**src/pkg/spc_core_defines.svh**
```systemverilog
// Constants of the speed pulse calibration core
`ifndef SPC_CORE_DEFINES_SVH
`define SPC_CORE_DEFINES_SVH

// ==========================================================
// Widths
`define SPC_SAMPLE_W      12
`define SPC_AMP_W         13

// ==========================================================
// Threshold base and shift, reset values, extremum and free-pulse counts
`define SPC_MIN_AMP_LIMIT 13'h0020
`define SPC_OFFSET_RESET  12'h000
`define SPC_EXT_NEEDED    2'h2
`define SPC_FREE_PULSES   3'h2
`define SPC_HYST_SHIFT    3

`endif

```
**src/pkg/spc_pkg.sv**
```systemverilog
// Types of the speed pulse calibration core
`include "spc_core_defines.svh"

package spc_pkg;

   // ==========================================================
   // Slope tracker states, Gray coded
   typedef enum logic [1:0] {
      SPC_EDGE_IDLE = 2'h0,
      SPC_EDGE_RISE = 2'h1,
      SPC_EDGE_FALL = 2'h3
   } spc_edge_e;

   // ==========================================================
   // Carriers
   typedef struct packed {
      logic                              valid;
      logic signed [`SPC_SAMPLE_W-1:0]   data;
   } spc_sample_s;

   typedef struct packed {
      logic strobe;
      logic has_dir;
      logic dir;
      logic vibration;
   } spc_pulse_s;

   // ==========================================================
   // Whole core state
   typedef struct packed {
      spc_edge_e                         edge_st;
      logic signed [`SPC_SAMPLE_W-1:0]   run_hi;
      logic signed [`SPC_SAMPLE_W-1:0]   run_lo;
      logic signed [`SPC_SAMPLE_W-1:0]   ext_hi;
      logic signed [`SPC_SAMPLE_W-1:0]   ext_lo;
      logic [1:0]                        ext_cnt;
      logic [`SPC_AMP_W-1:0]             noise_thr;
      logic [`SPC_AMP_W-1:0]             hyst;
      logic                              calibrated;
      logic signed [`SPC_SAMPLE_W-1:0]   offset;
      logic                              off_due;
      logic [2:0]                        pulse_cnt;
      logic                              dir_seen;
      logic                              dir_hold;
      logic                              dir_ok;
      logic                              dir_last;
      logic                              vib;
      logic                              prev_neg;
      spc_pulse_s                        pulse;
   } spc_state_s;

endpackage : spc_pkg

```
**src/verilog/spc_core.sv**
```systemverilog
// Speed pulse calibration core: slope tracking, thresholds, offset and direction
`include "spc_core_defines.svh"

// Functional notes
// - First output pulse fires on the first recognised rising slope after power-up.
// - Second pulse fires immediately on the next rising edge.
// - Uncalibrated pulses trigger on the noise detection threshold, not hysteresis.
// - Noise detection threshold starts at twice the minimum amplitude limit.
// - Uncalibrated threshold tracks amplitude, floored at twice the limit.
// - Offset updates need two valid extrema and matching edge orientation.
// - Positive offset steps only during a rising edge.
// - Offset updating is independent of output pulse generation.
// - Successful offset correction enters calibrated mode using adaptive hysteresis.
// - Calibrated threshold is half the amplitude, floored at twice the limit.
// - Peak detection and offset calculation drive the offset DAC word.
// - Hysteresis comparator compares speed samples against hysteresis once calibrated, against the noise threshold before.
// - Direction and vibration derived from direction samples, carried with pulses.
// - Reset and start-up both return the core to uncalibrated mode.
// - First two pulses always emitted; later ones calibrated with direction.
// - First pulse after power-on carries no direction.
// - Hysteresis is one eighth of amplitude, never below the limit.
// - Direction-based vibration suppression only after calibration.
module spc_core (
   input  wire logic                            mclk_in,
   input  wire logic                            reset_in,
   input  wire spc_pkg::spc_sample_s            speed_in,
   input  wire spc_pkg::spc_sample_s            dir_in,
   output      spc_pkg::spc_pulse_s             pulse_out,
   output      logic signed [`SPC_SAMPLE_W-1:0] offset_dac_out,
   output      logic                            calibrated_out,
   output      logic [`SPC_AMP_W-1:0]           noise_detect_threshold_out,
   output      logic [`SPC_AMP_W-1:0]           hysteresis_out
);
   import spc_pkg::*;

   // ==========================================================
   // Floors, all from the one amplitude limit
   localparam logic [`SPC_AMP_W-1:0] HYST_FLOOR  = `SPC_MIN_AMP_LIMIT;
   localparam logic [`SPC_AMP_W-1:0] NOISE_FLOOR = `SPC_AMP_W'(`SPC_MIN_AMP_LIMIT * 2);

   spc_state_s state_reg;
   spc_state_s state_next;

   // Sign extension to 14 bits so threshold sums cannot wrap
   function automatic logic signed [13:0] sx(input logic signed [`SPC_SAMPLE_W-1:0] v);
      sx = $signed({{2{v[`SPC_SAMPLE_W-1]}}, v});
   endfunction : sx

   logic signed [13:0]          x;
   logic [`SPC_AMP_W-1:0]       thr;
   logic                        rise_hit;
   logic                        fall_hit;
   logic                        new_ext;
   logic                        xing;
   logic signed [13:0]          diff;
   logic [`SPC_AMP_W-1:0]       amp;
   logic signed [12:0]          mid;
   logic                        step_up;
   logic                        step_dn;
   logic                        step_any;

   // ==========================================================
   // Next-state logic
   always_comb begin
      state_next          = state_reg;
      state_next.pulse.strobe = 1'b0;
      x        = sx(speed_in.data);
      thr      = state_reg.calibrated ? state_reg.hyst : state_reg.noise_thr;
      rise_hit = x > sx(state_reg.run_lo) + $signed({1'b0, thr});
      fall_hit = x < sx(state_reg.run_hi) - $signed({1'b0, thr});
      new_ext  = 1'b0;
      xing     = 1'b0;
      diff     = '0;
      amp      = '0;
      mid      = '0;
      step_up  = 1'b0;
      step_dn  = 1'b0;
      step_any = 1'b0;
      // Latest direction polarity, held until the next speed crossing
      if (dir_in.valid) begin
         state_next.dir_hold = ~dir_in.data[`SPC_SAMPLE_W-1];
         state_next.dir_seen = 1'b1;
      end
      if (speed_in.valid) begin
         // Running peak trackers
         if (x > sx(state_reg.run_hi)) begin
            state_next.run_hi = speed_in.data;
         end
         if (x < sx(state_reg.run_lo)) begin
            state_next.run_lo = speed_in.data;
         end
         // Rising zero crossing samples the direction probe
         state_next.prev_neg = speed_in.data[`SPC_SAMPLE_W-1];
         xing = state_reg.prev_neg && !speed_in.data[`SPC_SAMPLE_W-1];
         if (xing && state_reg.dir_seen) begin
            state_next.vib      = state_reg.dir_ok && (state_reg.dir_hold != state_reg.dir_last);
            state_next.dir_last = state_reg.dir_hold;
            state_next.dir_ok   = 1'b1;
         end
         // Offset step, gated only by extrema and slope, never by the pulse path
         if (state_reg.off_due && state_reg.ext_cnt == `SPC_EXT_NEEDED) begin
            mid     = 13'($signed({state_reg.ext_hi[`SPC_SAMPLE_W-1], state_reg.ext_hi})
                          + $signed({state_reg.ext_lo[`SPC_SAMPLE_W-1], state_reg.ext_lo})) >>> 1;
            step_up = (mid < 0) && state_reg.edge_st == SPC_EDGE_RISE;
            step_dn = (mid > 0) && state_reg.edge_st == SPC_EDGE_FALL;
            step_any = step_up || step_dn || (mid == 0);
            if (step_any) begin
               state_next.offset     = state_reg.offset - mid[`SPC_SAMPLE_W-1:0];
               state_next.off_due    = 1'b0;
               state_next.calibrated = 1'b1;
            end
         end
         // Slope tracker; pulses only on rising recognition
         unique case (state_reg.edge_st)
            SPC_EDGE_IDLE, SPC_EDGE_FALL: begin
               if (rise_hit) begin
                  state_next.edge_st = SPC_EDGE_RISE;
                  state_next.run_hi  = speed_in.data;
                  if (state_reg.edge_st == SPC_EDGE_FALL) begin
                     state_next.ext_lo = state_reg.run_lo;
                     new_ext = 1'b1;
                  end
                  // Vibration drops a pulse only once calibrated, never the first two
                  if (!(state_reg.calibrated && state_next.vib && state_reg.pulse_cnt >= `SPC_FREE_PULSES)) begin
                     state_next.pulse.strobe    = 1'b1;
                     state_next.pulse.has_dir   = state_reg.calibrated && state_next.dir_ok
                                                  && state_reg.pulse_cnt != 3'h0;
                     state_next.pulse.dir       = state_next.dir_last;
                     state_next.pulse.vibration = state_next.vib;
                     if (state_reg.pulse_cnt != 3'h7) begin
                        state_next.pulse_cnt = state_reg.pulse_cnt + 3'h1;
                     end
                  end
               end else if (fall_hit && state_reg.edge_st == SPC_EDGE_IDLE) begin
                  state_next.edge_st = SPC_EDGE_FALL;   // Start on a falling slope, no pulse
                  state_next.run_lo  = speed_in.data;
               end
            end
            SPC_EDGE_RISE: begin
               if (fall_hit) begin
                  state_next.edge_st = SPC_EDGE_FALL;
                  state_next.ext_hi  = state_reg.run_hi;
                  state_next.run_lo  = speed_in.data;
                  new_ext = 1'b1;
               end
            end
            default: begin
               state_next.edge_st = SPC_EDGE_IDLE;
            end
         endcase
         // Extremum count and amplitude-driven thresholds
         if (new_ext) begin
            if (state_reg.ext_cnt != `SPC_EXT_NEEDED) begin
               state_next.ext_cnt = state_reg.ext_cnt + 2'h1;
            end
            if (state_next.ext_cnt == `SPC_EXT_NEEDED) begin
               diff = sx(state_next.ext_hi) - sx(state_next.ext_lo);
               amp  = diff[13] ? '0 : diff[`SPC_AMP_W-1:0];
               state_next.off_due = 1'b1;
               if (state_reg.calibrated) begin
                  state_next.noise_thr = (amp >> 1) > NOISE_FLOOR ? (amp >> 1) : NOISE_FLOOR;
               end else begin
                  state_next.noise_thr = amp > NOISE_FLOOR ? amp : NOISE_FLOOR;
               end
               state_next.hyst = (amp >> `SPC_HYST_SHIFT) > HYST_FLOOR
                                 ? (amp >> `SPC_HYST_SHIFT) : HYST_FLOOR;
            end
         end
      end
   end

   // ==========================================================
   // State register; reset restarts calibration from scratch
   always_ff @(posedge mclk_in) begin
      if (reset_in) begin
         state_reg           <= '0;
         state_reg.noise_thr <= NOISE_FLOOR;
         state_reg.hyst      <= HYST_FLOOR;
         state_reg.offset    <= `SPC_OFFSET_RESET;
      end else begin
         state_reg <= state_next;
      end
   end

   // Outputs straight from the state register
   assign pulse_out                  = state_reg.pulse;
   assign offset_dac_out             = state_reg.offset;
   assign calibrated_out             = state_reg.calibrated;
   assign noise_detect_threshold_out = state_reg.noise_thr;
   assign hysteresis_out             = state_reg.hyst;
endmodule : spc_core

```
**config.mk**
```make
export PLATFORM = sky130hd
export DESIGN_NAME = spc_core
export DESIGN_NICKNAME = d
export VERILOG_FILES = /design/src/pkg/spc_pkg.sv /design/src/verilog/spc_core.sv
export VERILOG_INCLUDE_DIRS = /design/src /design/src/pkg
export SDC_FILE = /design/constraint.sdc
export NUM_CORES = 1
export LEC_CHECK = 0
export ABC_CLOCK_PERIOD_IN_PS = 8300
export BUFFER_PORTS_ARGS = -buffer_cell sky130_fd_sc_hd__buf_4
export CORE_MARGIN = 5
export CORE_UTILIZATION = 50
export CTS_BUF_LIST = sky130_fd_sc_hd__clkbuf_2 sky130_fd_sc_hd__clkbuf_4 sky130_fd_sc_hd__clkbuf_8
export DETAILED_ROUTE_END_ITERATION = 6
export PLACE_DENSITY = 0.73
export SLEW_MARGIN = 20
export SYNTH_ARGS = -nofsm -noshare
export SYNTH_HDL_FRONTEND = slang
export SYNTH_SLANG_ARGS = --single-unit
```
**constraint.sdc**
```tcl
create_clock -name mclk_in -period 8.3 [get_ports mclk_in]
set_clock_uncertainty 0.1 [all_clocks]
set_input_delay 0.83 -clock mclk_in [delete_from_list [all_inputs] [get_ports mclk_in]]
set_output_delay 0.83 -clock mclk_in [all_outputs]
set_load 0.02 [all_outputs]
```
==> flow_metrics.env <==
export IMPL_status="completed"
export IMPL_yosys_area_top_type_share_pct=22.6
export IMPL_final_cells=1321
export IMPL_finish_utilization_pct=56.0
export IMPL_min_period_ns=7.90
export IMPL_ys_types=83
export IMPL_cp_data_required_time_ns=8.49
export IMPL_synthArstFlopShare_pct=0
export IMPL_cellPowerDensity_nw_per_um2=199
export IMPL_min_path_cells=2
export IMPL_diodes=0
export IMPL_most_common_layout_cells="117 x ha_1, 99 x dfxtp_1, 95 x inv_1, 80 x buf_4, 79 x nor2_1"
export IMPL_relSlewSlack_pct=33.4
export IMPL_synth_cells=1070
export IMPL_wl_per_cell_um=17.0
export IMPL_grtUsageTotal_pct=21.8
export IMPL_firstDrtPassIters=5
export IMPL_slowest_delay_ns=0.43
export IMPL_wl_met2_um=10500
export IMPL_initial_core_util_pct=51.1
export IMPL_crit_slowest_cell="dfxtp_4"
export IMPL_rrSetupSlack_ns=0.40
export IMPL_largest_register_ffs=62
export IMPL_ir_worst_vdd_uv=124
export IMPL_nNetsFinal=1241
export IMPL_p_leak_nw=4.28
export IMPL_clock_fmax_mhz=127
export IMPL_synth_area_um2=8840
export IMPL_cts_buffers=9
export IMPL_num_rows=48
export IMPL_h_tree_depth=3
export IMPL_critPathCaptureType="register"
export IMPL_dp_hpwl_um=17800
export IMPL_top_layer_used="met4"
export IMPL_grt_pass1_wl_um=35900
export IMPL_finalHoldViolations=0
export IMPL_power_mw=1.92
export IMPL_drtIter0Drc=543
export IMPL_worstSetupStartpointType="register"
export IMPL_cts_tree="yes"
export IMPL_wl_met3_um=1110
export IMPL_period_share_pct=95.2
export IMPL_io_pins=71
export IMPL_ys_flop_type="dfxtp_1"
export IMPL_drv_cap=0
export IMPL_final_common_cell="ha_1"
export IMPL_synth_seq_cells=100
export IMPL_core_area_um2=17300
export IMPL_crit_fanout=18
export IMPL_tns_ns=0
export IMPL_clock_root_buffer="clkbuf_8"
export IMPL_vias_per_cell=5.81
export IMPL_syn_to_final_growth_pct=9.50
export IMPL_reg2reg_depth=36
export IMPL_drive_above_1_share_pct=13.0
export IMPL_die_w_um=143
export IMPL_crit_top_cell="a21o_1"
export IMPL_synth_edf_count=0
export IMPL_routedLengthMet1_um=10300
export IMPL_wl_um=22500
export IMPL_die_height_um=143
export IMPL_cts_sinks=100
export IMPL_synthTopCellsByArea="dfxtp_1 23%, ha_1 17%, mux2i_1 5.0%"
export IMPL_arrival_ns=8.09
export IMPL_yosysSeqAreaShare_pct=22.6
export IMPL_drc=0
export IMPL_grt_pass1_vias=7293
export IMPL_dp_slack_ns=0.0594
export IMPL_clockBufferDepth=2
export IMPL_gr_total_overflow=0
export IMPL_setup_viol=0
export IMPL_worst_setup_path_type="reg -> reg"
export IMPL_drv_slew=0
export IMPL_dieArea_um2=20400
export IMPL_gp_congestion=1.07
export IMPL_clock_latency_ns=0.39
export IMPL_clk_pin_slew_ns=0.11
export IMPL_io_buffers=54
export IMPL_fin_ws_ns=0.399
export IMPL_avgSynthCellArea_um2=8.26
export IMPL_worst_pin_slew_ns=0.999
export IMPL_route_vias_total=7680
export IMPL_antenna_left=0
export IMPL_yosysTopAreaCell="dfxtp_1"
export IMPL_dp_cells=1299
export IMPL_antenna_found_initial=0
export IMPL_hp_class="reg -> reg"
export IMPL_synth_warnings=0
export IMPL_grt_start_max_net_pins=103
-- cell type report --
cell class / instances / area (um2)
clock buffer: 9 / 124
clock inverter: 7 / 105
fill: 1586 / 7620
inverter: 95 / 357
multi-input combinational: 804 / 6190
sequential: 100 / 2010
tap: 225 / 282
timing repair buffer: 81 / 616
-- power breakdown --
part | switching (mW) | total, mW | internal [mW] | leakage (nW)
combinational | 0.581 | 0.990 | 0.409 | 3.35
clock | 0.191 | 0.367 | 0.176 | 0.118
sequential | 0.0480 | 0.566 | 0.518 | 0.814
total | 0.820 | 1.92 | 1.10 | 4.28
-- routing by layer --
metal  up-vias  global-route usage [%]
li1       3847                       -
met1      3641                    28.6
met2       167                    37.1
met3        25                    3.68
met4         0                    6.15
met5         -                       0
-- through the flow --
stage	hold slack, ns	area, um2
floorplan	0.327	8860
global placement	0.345	9260
detailed placement	0.352	9260
CTS	0.367	9490
global route	0.404	9680
finish	0.365	9680
-- kinds of logic (layout without fill, tap and decap cells) --
| group | Yosys count | in the layout | share of synthesized area (%) |
|---|---|---|---|
| AOI/OAI and AO/OA | 292 | 293 | 22.7 |
| and+or+nand+nor | 282 | 282 | 16.3 |
| buffers and inverters | 171 | 192 | 9.14 |
| adders and majority gates | 124 | 124 | 17.9 |
| DFF | 100 | 100 | 22.6 |
| muxes | 51 | 51 | 6.17 |
| xor gates and xnor gates | 49 | 49 | 5.07 |
| other | 1 | 5 | 0.0424 |
-- path summary, 6_finish.rpt --
kind                                        end            from
setup / recovery  noise_detect_threshold_out[6]  calibrated_out
hold / removal                     pulse_out[2]    pulse_out[2]
setup reg to reg  noise_detect_threshold_out[6]  calibrated_out
hold reg to reg                    pulse_out[2]    pulse_out[2]
-- synth_stat cells, types with 4 or more instances --
library cell and instances:
nand4_1 12, o31ai_1 7, nor3_1 14, nand2b_1 43, o21bai_1 11, o211ai_1 11
and2_1 8, a21oi_1 79, nand2_1 52, a21o_1 28, ha_1 117, mux2_2 4
dfxtp_1 100, nor2b_1 12, o2111ai_1 8, fa_1 5, nor2_1 79, nor4_1 6
xnor2_1 34, o21a_1 11, buf_1 7, xor2_1 14, nand3_1 27, a211oi_1 22
inv_1 95, and3_1 5, buf_4 42, a22o_1 16, mux2i_1 44, clkbuf_1 25
o21ai_0 44, a31oi_1 11, a311oi_1 5
-- what timing repair did --
item | 4_1_cts | 5_1_grt
resized for setup | 1 | 26
setup buffers | 0 | 5
endpoints found under the setup margin | 2 | 21
cloned | 0 | 1
pin swaps | 0 | 9
hold buffers | 0 | 0
-- worst max-delay path: cells and delay by family, from the launching register on --
kind,cells,cell delay [ns]
AOI/OAI and AO/OA,18,3.86
adders and majority gates,4,1.17
buffers and inverters,6,0.81
muxes,2,0.70
and+or+nand+nor,5,0.54
DFF,1,0.43
xor gates and xnor gates,1,0.15
Note: power is estimated with default switching activity, not from simulation.
